--- config.mk ---
export PLATFORM = sky130hd
export DESIGN_NAME = hfs_sequencer
export DESIGN_NICKNAME = d
export VERILOG_FILES = /design/src/include/hfs_pkg.sv /design/src/design/hfs_pgood.sv /design/src/design/hfs_sequencer.sv
export SDC_FILE = /design/constraint.sdc
export NUM_CORES = 1
export LEC_CHECK = 0
export ABC_AREA = 0
export BUFFER_PORTS_ARGS = -buffer_cell sky130_fd_sc_hd__buf_2
export CAP_MARGIN = 10
export CORE_MARGIN = 5
export CORE_UTILIZATION = 64
export CTS_CLUSTER_SIZE = 16
export DETAILED_ROUTE_END_ITERATION = 8
export PLACE_DENSITY = 0.91
export SYNTH_ARGS = -nofsm -noshare
export SYNTH_HDL_FRONTEND = slang
export SYNTH_SLANG_ARGS = --single-unit
--- constraint.sdc ---
create_clock -name core_clk_in -period 5.05 [get_ports core_clk_in]
set_input_delay 0.2525 -clock core_clk_in [delete_from_list [all_inputs] [get_ports core_clk_in]]
set_output_delay 0.2525 -clock core_clk_in [all_outputs]
set_load 0.01 [all_outputs]
--- src/include/hfs_pkg.sv ---
// Package of constants for the hiccup fault sequencer
package hfs_pkg;
  localparam int unsigned HICCUP_CYCLES = 32768;
  localparam int unsigned PGOOD_DELAY_CYCLES = 1024;
  localparam int unsigned NEG_RUN_LIMIT = 16;
  localparam int unsigned HICCUP_W = 16;
  localparam int unsigned PGOOD_W = 11;
  localparam int unsigned NEG_W = 5;
  localparam logic [HICCUP_W-1:0] HICCUP_LAST = HICCUP_W'(HICCUP_CYCLES - 1);
  localparam logic [PGOOD_W-1:0] PGOOD_LAST = PGOOD_W'(PGOOD_DELAY_CYCLES - 1);
  localparam logic [NEG_W-1:0] NEG_RUN_LAST = NEG_W'(NEG_RUN_LIMIT - 1);
  typedef enum logic [2:0] {
    HFS_OFF,
    HFS_SOFT_START,
    HFS_RUN,
    HFS_HICCUP,
    HFS_THERMAL
  } hfs_state_t;
endpackage

--- src/design/hfs_pgood.sv ---
// Power-good delay and open-drain drive
`timescale 1ns/1ps
`default_nettype none
module hfs_pgood (
  // Clock and reset
  input wire logic core_clk_in,
  input wire logic rst_in,
  // Conditions
  input wire logic enable_in,
  input wire logic thermal_in,
  input wire logic above_upper_in,
  input wire logic below_lower_in,
  input wire logic cycle_start_in,
  // Open-drain pin, enable high pulls low
  output logic pgood_oe_out
);
  logic [hfs_pkg::PGOOD_W-1:0] cnt_ff;
  logic [hfs_pkg::PGOOD_W-1:0] nxt_cnt;
  logic oe_ff;
  logic nxt_oe;

  // Delay counts switching cycles while above the upper threshold
  always_comb
  begin
    nxt_cnt = cnt_ff;
    nxt_oe = oe_ff;
    if (!enable_in || thermal_in || below_lower_in)
    begin
      nxt_cnt = '0;
      nxt_oe = 1'b1;
    end
    else if (oe_ff && above_upper_in && cycle_start_in)
    begin
      if (cnt_ff == hfs_pkg::PGOOD_LAST)
        nxt_oe = 1'b0;
      else
        nxt_cnt = cnt_ff + 1'b1;
    end
    else if (oe_ff && !above_upper_in)
      nxt_cnt = '0; // Restart delay if output sags into the band
  end

  // Pin pulled low from reset so the observer sees not-good
  always_ff @(posedge core_clk_in or posedge rst_in)
  begin
    if (rst_in)
    begin
      cnt_ff <= '0;
      oe_ff <= 1'b1;
    end
    else
    begin
      cnt_ff <= nxt_cnt;
      oe_ff <= nxt_oe;
    end
  end

  assign pgood_oe_out = oe_ff;
endmodule
`default_nettype wire

--- src/design/hfs_sequencer.sv ---
// Protection and hiccup sequencer for an iso-buck power stage
`timescale 1ns/1ps
`default_nettype none
module hfs_sequencer (
  // Clock and reset
  input wire logic core_clk_in,
  input wire logic rst_in,
  // Configuration, high selects the enhanced variant
  input wire logic enhanced_in,
  // Comparator flags, synchronous to the clock
  input wire logic enable_undervoltage_input_in,
  input wire logic cycle_start_in,
  input wire logic peak_limit_in,
  input wire logic sink_limit_in,
  input wire logic runaway_limit_in,
  input wire logic neg_discharge_limit_in,
  input wire logic pri_undervoltage_in,
  input wire logic pri_above_upper_in,
  input wire logic pri_below_lower_in,
  input wire logic soft_start_done_in,
  input wire logic thermal_in,
  // Switch drivers and soft-start control
  output logic high_side_switch_out,
  output logic low_side_switch_out,
  output logic ss_discharge_out,
  // Open-drain power-good pin: enable high drives low
  output logic pgood_out,
  output logic pgood_oe_out,
  // Status
  output logic hiccup_out
);
  // Sequencer state and hiccup timeout
  hfs_pkg::hfs_state_t state_ff;
  hfs_pkg::hfs_state_t nxt_state;
  logic [hfs_pkg::HICCUP_W-1:0] tmo_ff;
  logic [hfs_pkg::HICCUP_W-1:0] nxt_tmo;

  // Run of switching cycles that saw a sink-limit event
  logic [hfs_pkg::NEG_W-1:0] neg_ff;
  logic [hfs_pkg::NEG_W-1:0] nxt_neg;
  logic neg_seen_ff;
  logic nxt_neg_seen;

  // Registered drives, so no comparator glitch reaches a gate driver
  logic hs_ff;
  logic nxt_hs;
  logic ls_ff;
  logic nxt_ls;
  logic ssd_ff;
  logic nxt_ssd;
  logic hic_ff;
  logic nxt_hic;

  // Decoded conditions
  logic neg_trip;
  logic trigger;
  logic en;

  assign en = enable_undervoltage_input_in;

  // Sixteenth consecutive negative-limit cycle, enhanced only
  assign neg_trip = enhanced_in && cycle_start_in && neg_seen_ff
    && (neg_ff == hfs_pkg::NEG_RUN_LAST);

  // Hiccup triggers common to both variants plus the enhanced run
  assign trigger = runaway_limit_in || neg_trip
    || (pri_undervoltage_in && (state_ff == hfs_pkg::HFS_RUN));

  // Sequencer state, timeout and negative-run counters
  always_comb
  begin
    nxt_state = state_ff;
    nxt_tmo = tmo_ff;
    nxt_neg = neg_ff;
    // A cycle counts toward the run if any sink event fell inside it
    nxt_neg_seen = neg_seen_ff || sink_limit_in;
    if (cycle_start_in)
    begin
      nxt_neg_seen = sink_limit_in;
      if (neg_seen_ff)
        nxt_neg = neg_ff + 1'b1;
      else
        nxt_neg = '0;
    end
    // Disable acts as a synchronous clear of the whole sequence
    if (!en)
    begin
      nxt_state = hfs_pkg::HFS_OFF;
      nxt_tmo = '0;
      nxt_neg = '0;
      nxt_neg_seen = 1'b0;
    end
    else
    begin
      unique case (state_ff)
        hfs_pkg::HFS_OFF:
        begin
          // A hot die waits in thermal shutdown instead of starting
          if (thermal_in)
            nxt_state = hfs_pkg::HFS_THERMAL;
          else
            nxt_state = hfs_pkg::HFS_SOFT_START;
        end
        hfs_pkg::HFS_SOFT_START, hfs_pkg::HFS_RUN:
        begin
          if (thermal_in)
            nxt_state = hfs_pkg::HFS_THERMAL;
          else if (trigger)
          begin
            nxt_state = hfs_pkg::HFS_HICCUP;
            nxt_tmo = '0;
            nxt_neg = '0;
            nxt_neg_seen = 1'b0;
          end
          else if (state_ff == hfs_pkg::HFS_SOFT_START && soft_start_done_in)
            nxt_state = hfs_pkg::HFS_RUN;
        end
        hfs_pkg::HFS_HICCUP:
        begin
          // No run can build up while switching is suspended
          nxt_neg = '0;
          nxt_neg_seen = 1'b0;
          if (tmo_ff == hfs_pkg::HICCUP_LAST)
            nxt_state = hfs_pkg::HFS_SOFT_START;
          else
            nxt_tmo = tmo_ff + 1'b1;
        end
        hfs_pkg::HFS_THERMAL:
          if (!thermal_in)
            nxt_state = hfs_pkg::HFS_SOFT_START;
      endcase
    end
  end

  // Switch enables and soft-start discharge
  always_comb
  begin
    nxt_hs = 1'b0;
    nxt_ls = 1'b0;
    nxt_ssd = 1'b1;
    // Status follows the state being entered, in step with the drives
    nxt_hic = (nxt_state == hfs_pkg::HFS_HICCUP);
    unique case (nxt_state)
      hfs_pkg::HFS_SOFT_START, hfs_pkg::HFS_RUN:
      begin
        nxt_ssd = 1'b0;
        // High side closes each cycle, opens on peak or runaway limit;
        // a limit flag wins even on the cycle-start clock
        if ((cycle_start_in || hs_ff) && !peak_limit_in && !runaway_limit_in)
          nxt_hs = 1'b1;
        nxt_ls = !nxt_hs && !sink_limit_in;
      end
      hfs_pkg::HFS_HICCUP:
      begin
        // Enhanced discharge: low side on each cycle until the limit trips;
        // the sink limit still overrides, as in normal switching
        if (enhanced_in && !neg_discharge_limit_in && !sink_limit_in)
          nxt_ls = cycle_start_in || ls_ff;
      end
      hfs_pkg::HFS_OFF, hfs_pkg::HFS_THERMAL:
      begin
        // Both switches stay off and the soft-start capacitor is drained
        nxt_ssd = 1'b1;
      end
      default:
        nxt_ssd = 1'b1; // Unused codes fall back to the safe, drained state
    endcase
  end

  // Register all state; switches off from reset
  // Reset values match the disabled state, so release starts cleanly
  always_ff @(posedge core_clk_in or posedge rst_in)
  begin
    if (rst_in)
    begin
      state_ff <= hfs_pkg::HFS_OFF;
      tmo_ff <= '0;
      neg_ff <= '0;
      neg_seen_ff <= 1'b0;
      hs_ff <= 1'b0;
      ls_ff <= 1'b0;
      ssd_ff <= 1'b1;
      hic_ff <= 1'b0;
    end
    else
    begin
      state_ff <= nxt_state;
      tmo_ff <= nxt_tmo;
      neg_ff <= nxt_neg;
      neg_seen_ff <= nxt_neg_seen;
      hs_ff <= nxt_hs;
      ls_ff <= nxt_ls;
      ssd_ff <= nxt_ssd;
      hic_ff <= nxt_hic;
    end
  end

  // Power-good delay lives in its own counter block
  // It sees the same enable, so a disable also restarts the delay
  hfs_pgood u_pgood (
    .core_clk_in(core_clk_in),
    .rst_in(rst_in),
    .enable_in(en),
    .thermal_in(thermal_in),
    .above_upper_in(pri_above_upper_in),
    .below_lower_in(pri_below_lower_in),
    .cycle_start_in(cycle_start_in),
    .pgood_oe_out(pgood_oe_out)
  );

  // Every drive pin comes straight from its register
  assign high_side_switch_out = hs_ff;
  assign low_side_switch_out = ls_ff;
  assign ss_discharge_out = ssd_ff;
  assign hiccup_out = hic_ff;
  // Open-drain: only ever drives zero; validity is the observer's
  assign pgood_out = 1'b0;
endmodule
`default_nettype wire

==> reports/results.md, run 1 <==
Clock tree
- count of hold-fix buffers inserted at cts: 0
- worst skew pair latency: 0.31 ns
- Max Root-Sink Buffers: 2
- post-CTS resize count: 0
- clock tree from TritonCTS: built
- number of sinks on the clock net: 41
- Root Driver: sky130_fd_sc_hd__clkbuf_8
- clock-pin slew on the worst setup and hold paths: 0.09 ns
- buffers inserted during post-CTS setup optimization: 0
- H-Tree Depth: 2
- CTS buffer count: 5

Pwr
- Leak Pwr: 0.001155 uW
- highest ir drop seen on vdd: 0.1815 mV
- total power after layout: 717.3 uW
- power per standard cell area: 272.1 nW/um^2

Logic synthesis
- Gate Count Post-Synth: 254
- leading post-synthesis cells by instance count: sky130_fd_sc_hd__dfrtp_1 (39), sky130_fd_sc_hd__nand2_1 (22), sky130_fd_sc_hd__nor2_1 (17), sky130_fd_sc_hd__nand3_1 (16), sky130_fd_sc_hd__o21ai_0 (16)
- async set-or-reset flop fraction in the synthesized netlist: 100.0%
- cell area after technology mapping: 2389 sq um
- synth warn: 0
- number of flops mapped to enable cells by yosys: 0
- main area contributors after synthesis: sky130_fd_sc_hd__dfrtp_1 (41%), sky130_fd_sc_hd__nand2_1 (3.5%), sky130_fd_sc_hd__nand3_1 (3.4%)
- Synth Flop Type: sky130_fd_sc_hd__dfrtp_1
- Synthesized Nets: 272
- average cell area after synthesis: 9.404 sq um
- count of cell types in the netlist: 60
- sequential-to-total area share from yosys stat: 43.06%
- number of synthesized register bits: 41
- Synth area leader: sky130_fd_sc_hd__dfrtp_1
- area share of the largest cell type after synthesis: 40.86%
- most frequently used cell type in the post-synthesis netlist: sky130_fd_sc_hd__dfrtp_1

Drt
- post-detailed-route count of antenna-violating nets: 0
- Routed Wire Length: 5.543 mm
- vias per cell: 6.609
- routed vias: 2115
- first-pass iteration count of the detailed router: 5
- Residual DRC: 0
- number of DRC markers in iteration 0: 362
- Routed WL per cell: 17.32 microns

Critical path
- logic depth of the worst register-to-register path: 8
- critical path endpoint category: register
- slowest cell on the critical path: sky130_fd_sc_hd__a2111oi_0
- classification of the worst setup path: reg -> reg
- reg-to-reg setup timing slack: 2.34 ns
- beginning of the worst register-to-register path: neg_ff[0]
- CP Cell Sequence: ha_1 > and3_1 > ha_1 > a41oi_2 > a2111oi_0 > nor2_1 > nand2_1 > mux2i_1
- slowest stage delay, CP: 0.88 ns
- Crit path top cell by count: sky130_fd_sc_hd__ha_1
- Worst Path Required: 5.23 ns
- terminus of the critical flop-to-flop path: tmo_ff[12]
- data arrival at the endpoint of the critical path: 2.90 ns
- startpoint kind of the worst setup timing path: register
- category of cells accounting for the largest share of critical-path delay: compound AO/OA/AOI/OAI gates
- Critical Path Fanout Max: 11
- number of buffers and inverters on the critical path: 0

Floorplanning
- Die Y-Extent: 71.09 microns
- count of standard-cell rows: 22
- core region area: 3633 sq um
- overall die area: 5054 sq um
- number of placed I/O pins: 20
- initial standard-cell utilization of the core: 65.74%
- horizontal die dimension: 71.09 microns

STA
- Rel. slew slack: 34.02%
- final hold violation count: 0
- Total Neg Setup Slack: 0 ns
- Max Slew Vio Count: 0
- highest attainable clock frequency: 368.4 MHz
- unrepaired setup endpoints after global routing: false
- final critical-path required period: 2.714 ns
- actual transition at the worst max-transition pin: 0.9647 ns
- Worst Clk Skew: 0.01101 ns
- part of the cycle the worst path needs: 53.75%
- final setup violating endpoints: 0

Global route
- initial antenna violation count: 0
- GRT overflow: 0
- maximum number of pins on one net before global-route repair: 42
- wire length of the first global-routing pass: 9.487 mm
- Total Routing Usage GR: 23.58%
- via count of the first global-routing pass: 1992

Layout
- layout cell share with drive strength beyond 1: 14.34%
- non-filler instance count after layout: 320
- # diodes: 0
- fill cell count: 229
- layout-stage area growth over the synthesis result: 10.37%
- layout net count: 289

Placed design
- IO Port Bufs: 18
- detailed placement HPWL: 3.701 mm
- GP Congestion: 0.8417
- placed insts: 312

Hold path
- Hold Crit Class: in -> async

Status
- result of the run: finished clean

Flow run
- maximum capacitance violations: 0

kinds of logic (layout without fill, tap and decap cells):
logic type	count (synthesis)	after routing	share of synthesized area, %
AND/OR/NAND/NOR	113	113	27.19
AO/OA/AOI/OAI	65	65	19.59
flip-flops	41	41	43.06
buffers and inverters	19	37	3.562
multiplexers	6	6	2.515
XOR/XNOR	5	5	1.834
adder cells (fa/ha/maj)	4	4	2.095
other	1	1	0.1570
registers in the layout, indices dropped and copies added (netlist names):
signal                flops
u_pgood.pgood_oe_out      1
low_side_switch_out       1
neg_seen_ff               1
ss_discharge_out          1
state_ff                  3
u_pgood.cnt_ff           11
tmo_ff                   16
neg_ff                    5
high_side_switch_out      1
hiccup_out                1
layout by cell type (no fill, tap or decap), types with 2 or more instances in the layout:
cell,count
sky130_fd_sc_hd__or4_1,8
sky130_fd_sc_hd__o21a_1,3
sky130_fd_sc_hd__nor4_1,4
sky130_fd_sc_hd__o31a_1,2
sky130_fd_sc_hd__nand2_1,22
sky130_fd_sc_hd__buf_2,18
sky130_fd_sc_hd__nand3_1,16
sky130_fd_sc_hd__or2_1,3
sky130_fd_sc_hd__a21oi_1,10
sky130_fd_sc_hd__a31oi_1,2
sky130_fd_sc_hd__nor3_1,6
sky130_fd_sc_hd__o22ai_1,2
sky130_fd_sc_hd__nand4_1,7
sky130_fd_sc_hd__dfrtp_1,39
sky130_fd_sc_hd__a211oi_1,3
sky130_fd_sc_hd__or3_1,6
sky130_fd_sc_hd__o31ai_1,9
sky130_fd_sc_hd__ha_1,4
sky130_fd_sc_hd__o21ai_0,16
sky130_fd_sc_hd__nor2_1,17
sky130_fd_sc_hd__dfstp_2,2
sky130_fd_sc_hd__nor2b_1,3
sky130_fd_sc_hd__inv_1,9
sky130_fd_sc_hd__o2bb2ai_1,2
sky130_fd_sc_hd__a21boi_1,2
sky130_fd_sc_hd__xor2_1,3
sky130_fd_sc_hd__xnor2_1,2
sky130_fd_sc_hd__clkbuf_8,5
sky130_fd_sc_hd__mux2i_1,6
sky130_fd_sc_hd__bufinv_16,2
sky130_fd_sc_hd__nand2b_1,3
sky130_fd_sc_hd__a21boi_0,2
sky130_fd_sc_hd__a22oi_1,2
sky130_fd_sc_hd__and3_1,6
worst min-delay path, stage by stage:
cell and delay [ns]:
sky130_fd_sc_hd__buf_2 0.09, sky130_fd_sc_hd__inv_1 0.04, sky130_fd_sc_hd__buf_4 0.42
routing by layer:
metal	GRT usage (%)	share of wire, %	up-vias
met4	8.977	2.9	0
met5	0	0	-
li1	-	-	992
met2	38.21	47	127
met1	31.40	43	977
met3	4.403	7.4	19
how the worst max path moves through the flow:
stage	start	end	slack, ns	depth (start not counted)
after floorplan	neg_ff[0]	tmo_ff[4]	2.82	9
after global placement	neg_ff[0]	tmo_ff[15]	2.51	8
after detailed placement	neg_ff[0]	tmo_ff[12]	2.38	8
after CTS	neg_ff[0]	tmo_ff[12]	2.38	8
after global routing	neg_ff[0]	tmo_ff[12]	2.21	8
final	neg_ff[0]	tmo_ff[12]	2.34	8
where the power goes:
| part | total, uW | internal (uW) | leakage [uW] | switching, uW |
|---|---|---|---|---|
| clock | 325 | 199 | 0.0000687 | 126 |
| combinational | 54.8 | 18.1 | 0.000525 | 36.7 |
| sequential | 337 | 333 | 0.000561 | 4.81 |
through the flow:
step                      hold WS (ns)  utilization (%)  cell area (sq um)  setup slack [ns]
after floorplan                 0.4173                -               2389             2.819
after global placement          0.4033            68.77               2499             2.508
after detailed placement        0.4029            68.77               2499             2.380
after CTS                      0.07256            72.56               2636             2.379
after global routing            0.1425            72.56               2636             2.207
final                          0.04920            72.56               2636             2.336
layout make-up:
type | count | area, sq um | share of cell area, %
Clock buffer | 5 | 68.82 | 2.610
Clock inverter | 3 | 68.82 | 2.610
Inverter | 10 | 37.54 | 1.424
Multi-Input combinational cell | 194 | 1275 | 48.36
Sequential cell | 41 | 1028 | 39.01
Tap cell | 48 | 60.06 | 2.278
Timing Repair Buffer | 19 | 97.59 | 3.702
No activity file was read; power rests on OpenSTA's default activity.
==> inputs of run 2 (changes only) <==
--- a/config.mk
+++ b/config.mk
@@ -9,10 +9,10 @@
 export BUFFER_PORTS_ARGS = -buffer_cell sky130_fd_sc_hd__buf_2
 export CAP_MARGIN = 10
 export CORE_MARGIN = 5
-export CORE_UTILIZATION = 64
+export CORE_UTILIZATION = 59
 export CTS_CLUSTER_SIZE = 16
 export DETAILED_ROUTE_END_ITERATION = 8
-export PLACE_DENSITY = 0.91
+export PLACE_DENSITY = 0.85
 export SYNTH_ARGS = -nofsm -noshare
 export SYNTH_HDL_FRONTEND = slang
 export SYNTH_SLANG_ARGS = --single-unit
==> constraint.sdc (replaced) <==
create_clock -name core_clk_in -period 2.54 [get_ports core_clk_in]
set_input_delay 0.127 -clock core_clk_in [delete_from_list [all_inputs] [get_ports core_clk_in]]
set_output_delay 0.127 -clock core_clk_in [all_outputs]
set_load 0.01 [all_outputs]
==> reports/results.md, run 2 (synthesis results as in run 1) <==
STA
- part of the cycle the worst path needs: 94.47%
- Max Slew Vio Count: 0
- final hold violation count: 0
- Rel. slew slack: 52.93%
- Worst Clk Skew: 0.007203 ns
- final critical-path required period: 2.400 ns
- Total Neg Setup Slack: 0 ns
- Hold Slack: 0.1471 ns
- final setup violating endpoints: 0
- actual transition at the worst max-transition pin: 0.6882 ns
- unrepaired setup endpoints after global routing: true
- highest attainable clock frequency: 416.7 MHz

Clock tree
- clock tree from TritonCTS: built
- Root Driver: sky130_fd_sc_hd__clkbuf_8
- clock-pin slew on the worst setup and hold paths: 0.08 ns
- worst skew pair latency: 0.30 ns
- Max Root-Sink Buffers: 2
- H-Tree Depth: 2
- CTS buffer count: 5
- number of sinks on the clock net: 41

Critical path
- startpoint kind of the worst setup timing path: register
- slowest cell on the critical path: sky130_fd_sc_hd__or4_1
- Critical Path End: tmo_ff[15]
- critical path launch point: neg_ff[0]
- reg-to-reg setup timing slack: 0.14 ns
- terminus of the critical flop-to-flop path: tmo_ff[15]
- logic depth of the worst register-to-register path: 8
- Crit path top cell by count: sky130_fd_sc_hd__ha_1
- number of buffers and inverters on the critical path: 0
- CP Cell Sequence: ha_1 > and3_1 > ha_1 > a41oi_2 > o31a_1 > and3_4 > or4_1 > mux2i_1
- Critical Path Fanout Max: 13
- Critical Path Stages: 8
- beginning of the worst register-to-register path: neg_ff[0]
- Worst Path Required: 2.72 ns
- data arrival at the endpoint of the critical path: 2.58 ns
- critical path endpoint category: register
- classification of the worst setup path: reg -> reg
- category of cells accounting for the largest share of critical-path delay: simple AND/OR/NAND/NOR gates
- slowest stage delay, CP: 0.54 ns

Floorplanning
- Die Y-Extent: 73.63 microns
- horizontal die dimension: 73.63 microns
- number of placed I/O pins: 20
- core region area: 3971 sq um
- overall die area: 5421 sq um
- count of standard-cell rows: 23
- initial standard-cell utilization of the core: 60.14%

Pwr
- highest ir drop seen on vdd: 0.2525 mV
- power per standard cell area: 456.4 nW/um^2
- net switching power: 312.2 uW
- internal power consumption: 890.5 uW
- Leak Pwr: 0.001158 uW
- sequential cell fraction of total power: 55.7%
- switching fraction of total power: 25.96%
- logic gate share of total power: 9.2%
- total power after layout: 1203 uW
- Clk pwr share: 35.1%

Placed design
- IO Port Bufs: 18
- Placed Area: 2524 sq um
- detailed placement HPWL: 3.631 mm
- placed insts: 317
- GP Congestion: 0.8476

Global route
- maximum number of pins on one net before global-route repair: 42
- wire length of the first global-routing pass: 8.735 mm
- initial antenna violation count: 0
- via count of the first global-routing pass: 1918
- GRT overflow: 0
- Total Routing Usage GR: 20.56%

Drt
- Routed Wire Length: 5.108 mm
- vias per cell: 6.287
- post-detailed-route count of antenna-violating nets: 0
- Routed WL per cell: 15.62 microns
- Residual DRC: 0
- routed vias: 2056
- first-pass iteration count of the detailed router: 4
- number of DRC markers in iteration 0: 161

Layout
- fill cell count: 305
- layout net count: 294
- non-filler instance count after layout: 327
- Top Registers: tmo_ff x16, u_pgood.cnt_ff x11, neg_ff x5
- layout cell share with drive strength beyond 1: 16.25%
- max reg flops: 16
- most used cells in the layout excluding fill and tap cells: sky130_fd_sc_hd__dfrtp_1 (39), sky130_fd_sc_hd__nand2_1 (22), sky130_fd_sc_hd__buf_2 (18), sky130_fd_sc_hd__o21ai_0 (16), sky130_fd_sc_hd__nor2_1 (16)
- layout-stage area growth over the synthesis result: 10.32%
- final design instance area without fill: 2635 sq um
- register with the most flip-flops: tmo_ff
- commonest non-fill, non-tap cell in the layout: sky130_fd_sc_hd__dfrtp_1
- multi-input combinational cell area: 1282 sq um
- Reg area: 1028 sq um
- # diodes: 0

Status
- result of the run: finished clean

Flow run
- maximum capacitance violations: 0

Hold path
- Hold Crit Class: in -> reg

## run 2: worst min path at each step
stage	from	endpoint	slack, ns	cells past startpoint
after floorplan	thermal_in	ss_discharge_out	0.29	2
after global placement	rst_in	neg_ff[2]	0.27	3
after detailed placement	rst_in	neg_ff[4]	0.28	3
after CTS	enable_undervoltage_input_in	ss_discharge_out	0.12	2
after global routing	enable_undervoltage_input_in	ss_discharge_out	0.15	2
final	enable_undervoltage_input_in	ss_discharge_out	0.15	2
## run 2: layer usage
| layer | up-vias | GRT usage, % | wire (microns) |
|---|---|---|---|
| li1 | 1000 | - | - |
| met1 | 975 | 28.50 | 2318 |
| met2 | 69 | 31.89 | 2356 |
| met3 | 12 | 4.104 | 340 |
| met4 | 0 | 7.445 | 93 |
| met5 | - | 0 | 0 |
## run 2: metrics by stage
stage	setup WS (ns)	util, %
6_report	0.1404	66.35
5_1_grt	0.009498	66.35
4_1_cts	0.1539	65.97
3_5_place_dp	0.1652	63.55
3_3_place_gp	0.2126	63.55
2_1_floorplan	0.3089	-
## run 2: cell type report
class | instances | area share [%]
Sequential cell | 41 | 39.03
Clock buffer | 5 | 2.612
Timing Repair Buffer | 24 | 5.223
Inverter | 10 | 1.424
Multi-Input combinational cell | 194 | 48.67
Tap cell | 50 | 2.374
Clock inverter | 3 | 0.6648
## run 2: power groups by stage
stage	clock (uW)	combinational, uW	sequential, uW
2_1_floorplan	0	74.0	681
3_3_place_gp	0	105	682
3_5_place_dp	0	107	683
4_1_cts	433	109	670
5_1_grt	457	124	672
6_report	422	110	670
## run 2: timing repair
action,CTS,global route
buffers inserted,0,1
hold buffers,1,0
endpoints found under the setup margin,0,4
resized for setup,0,3
hold endpoints to repair,39,0
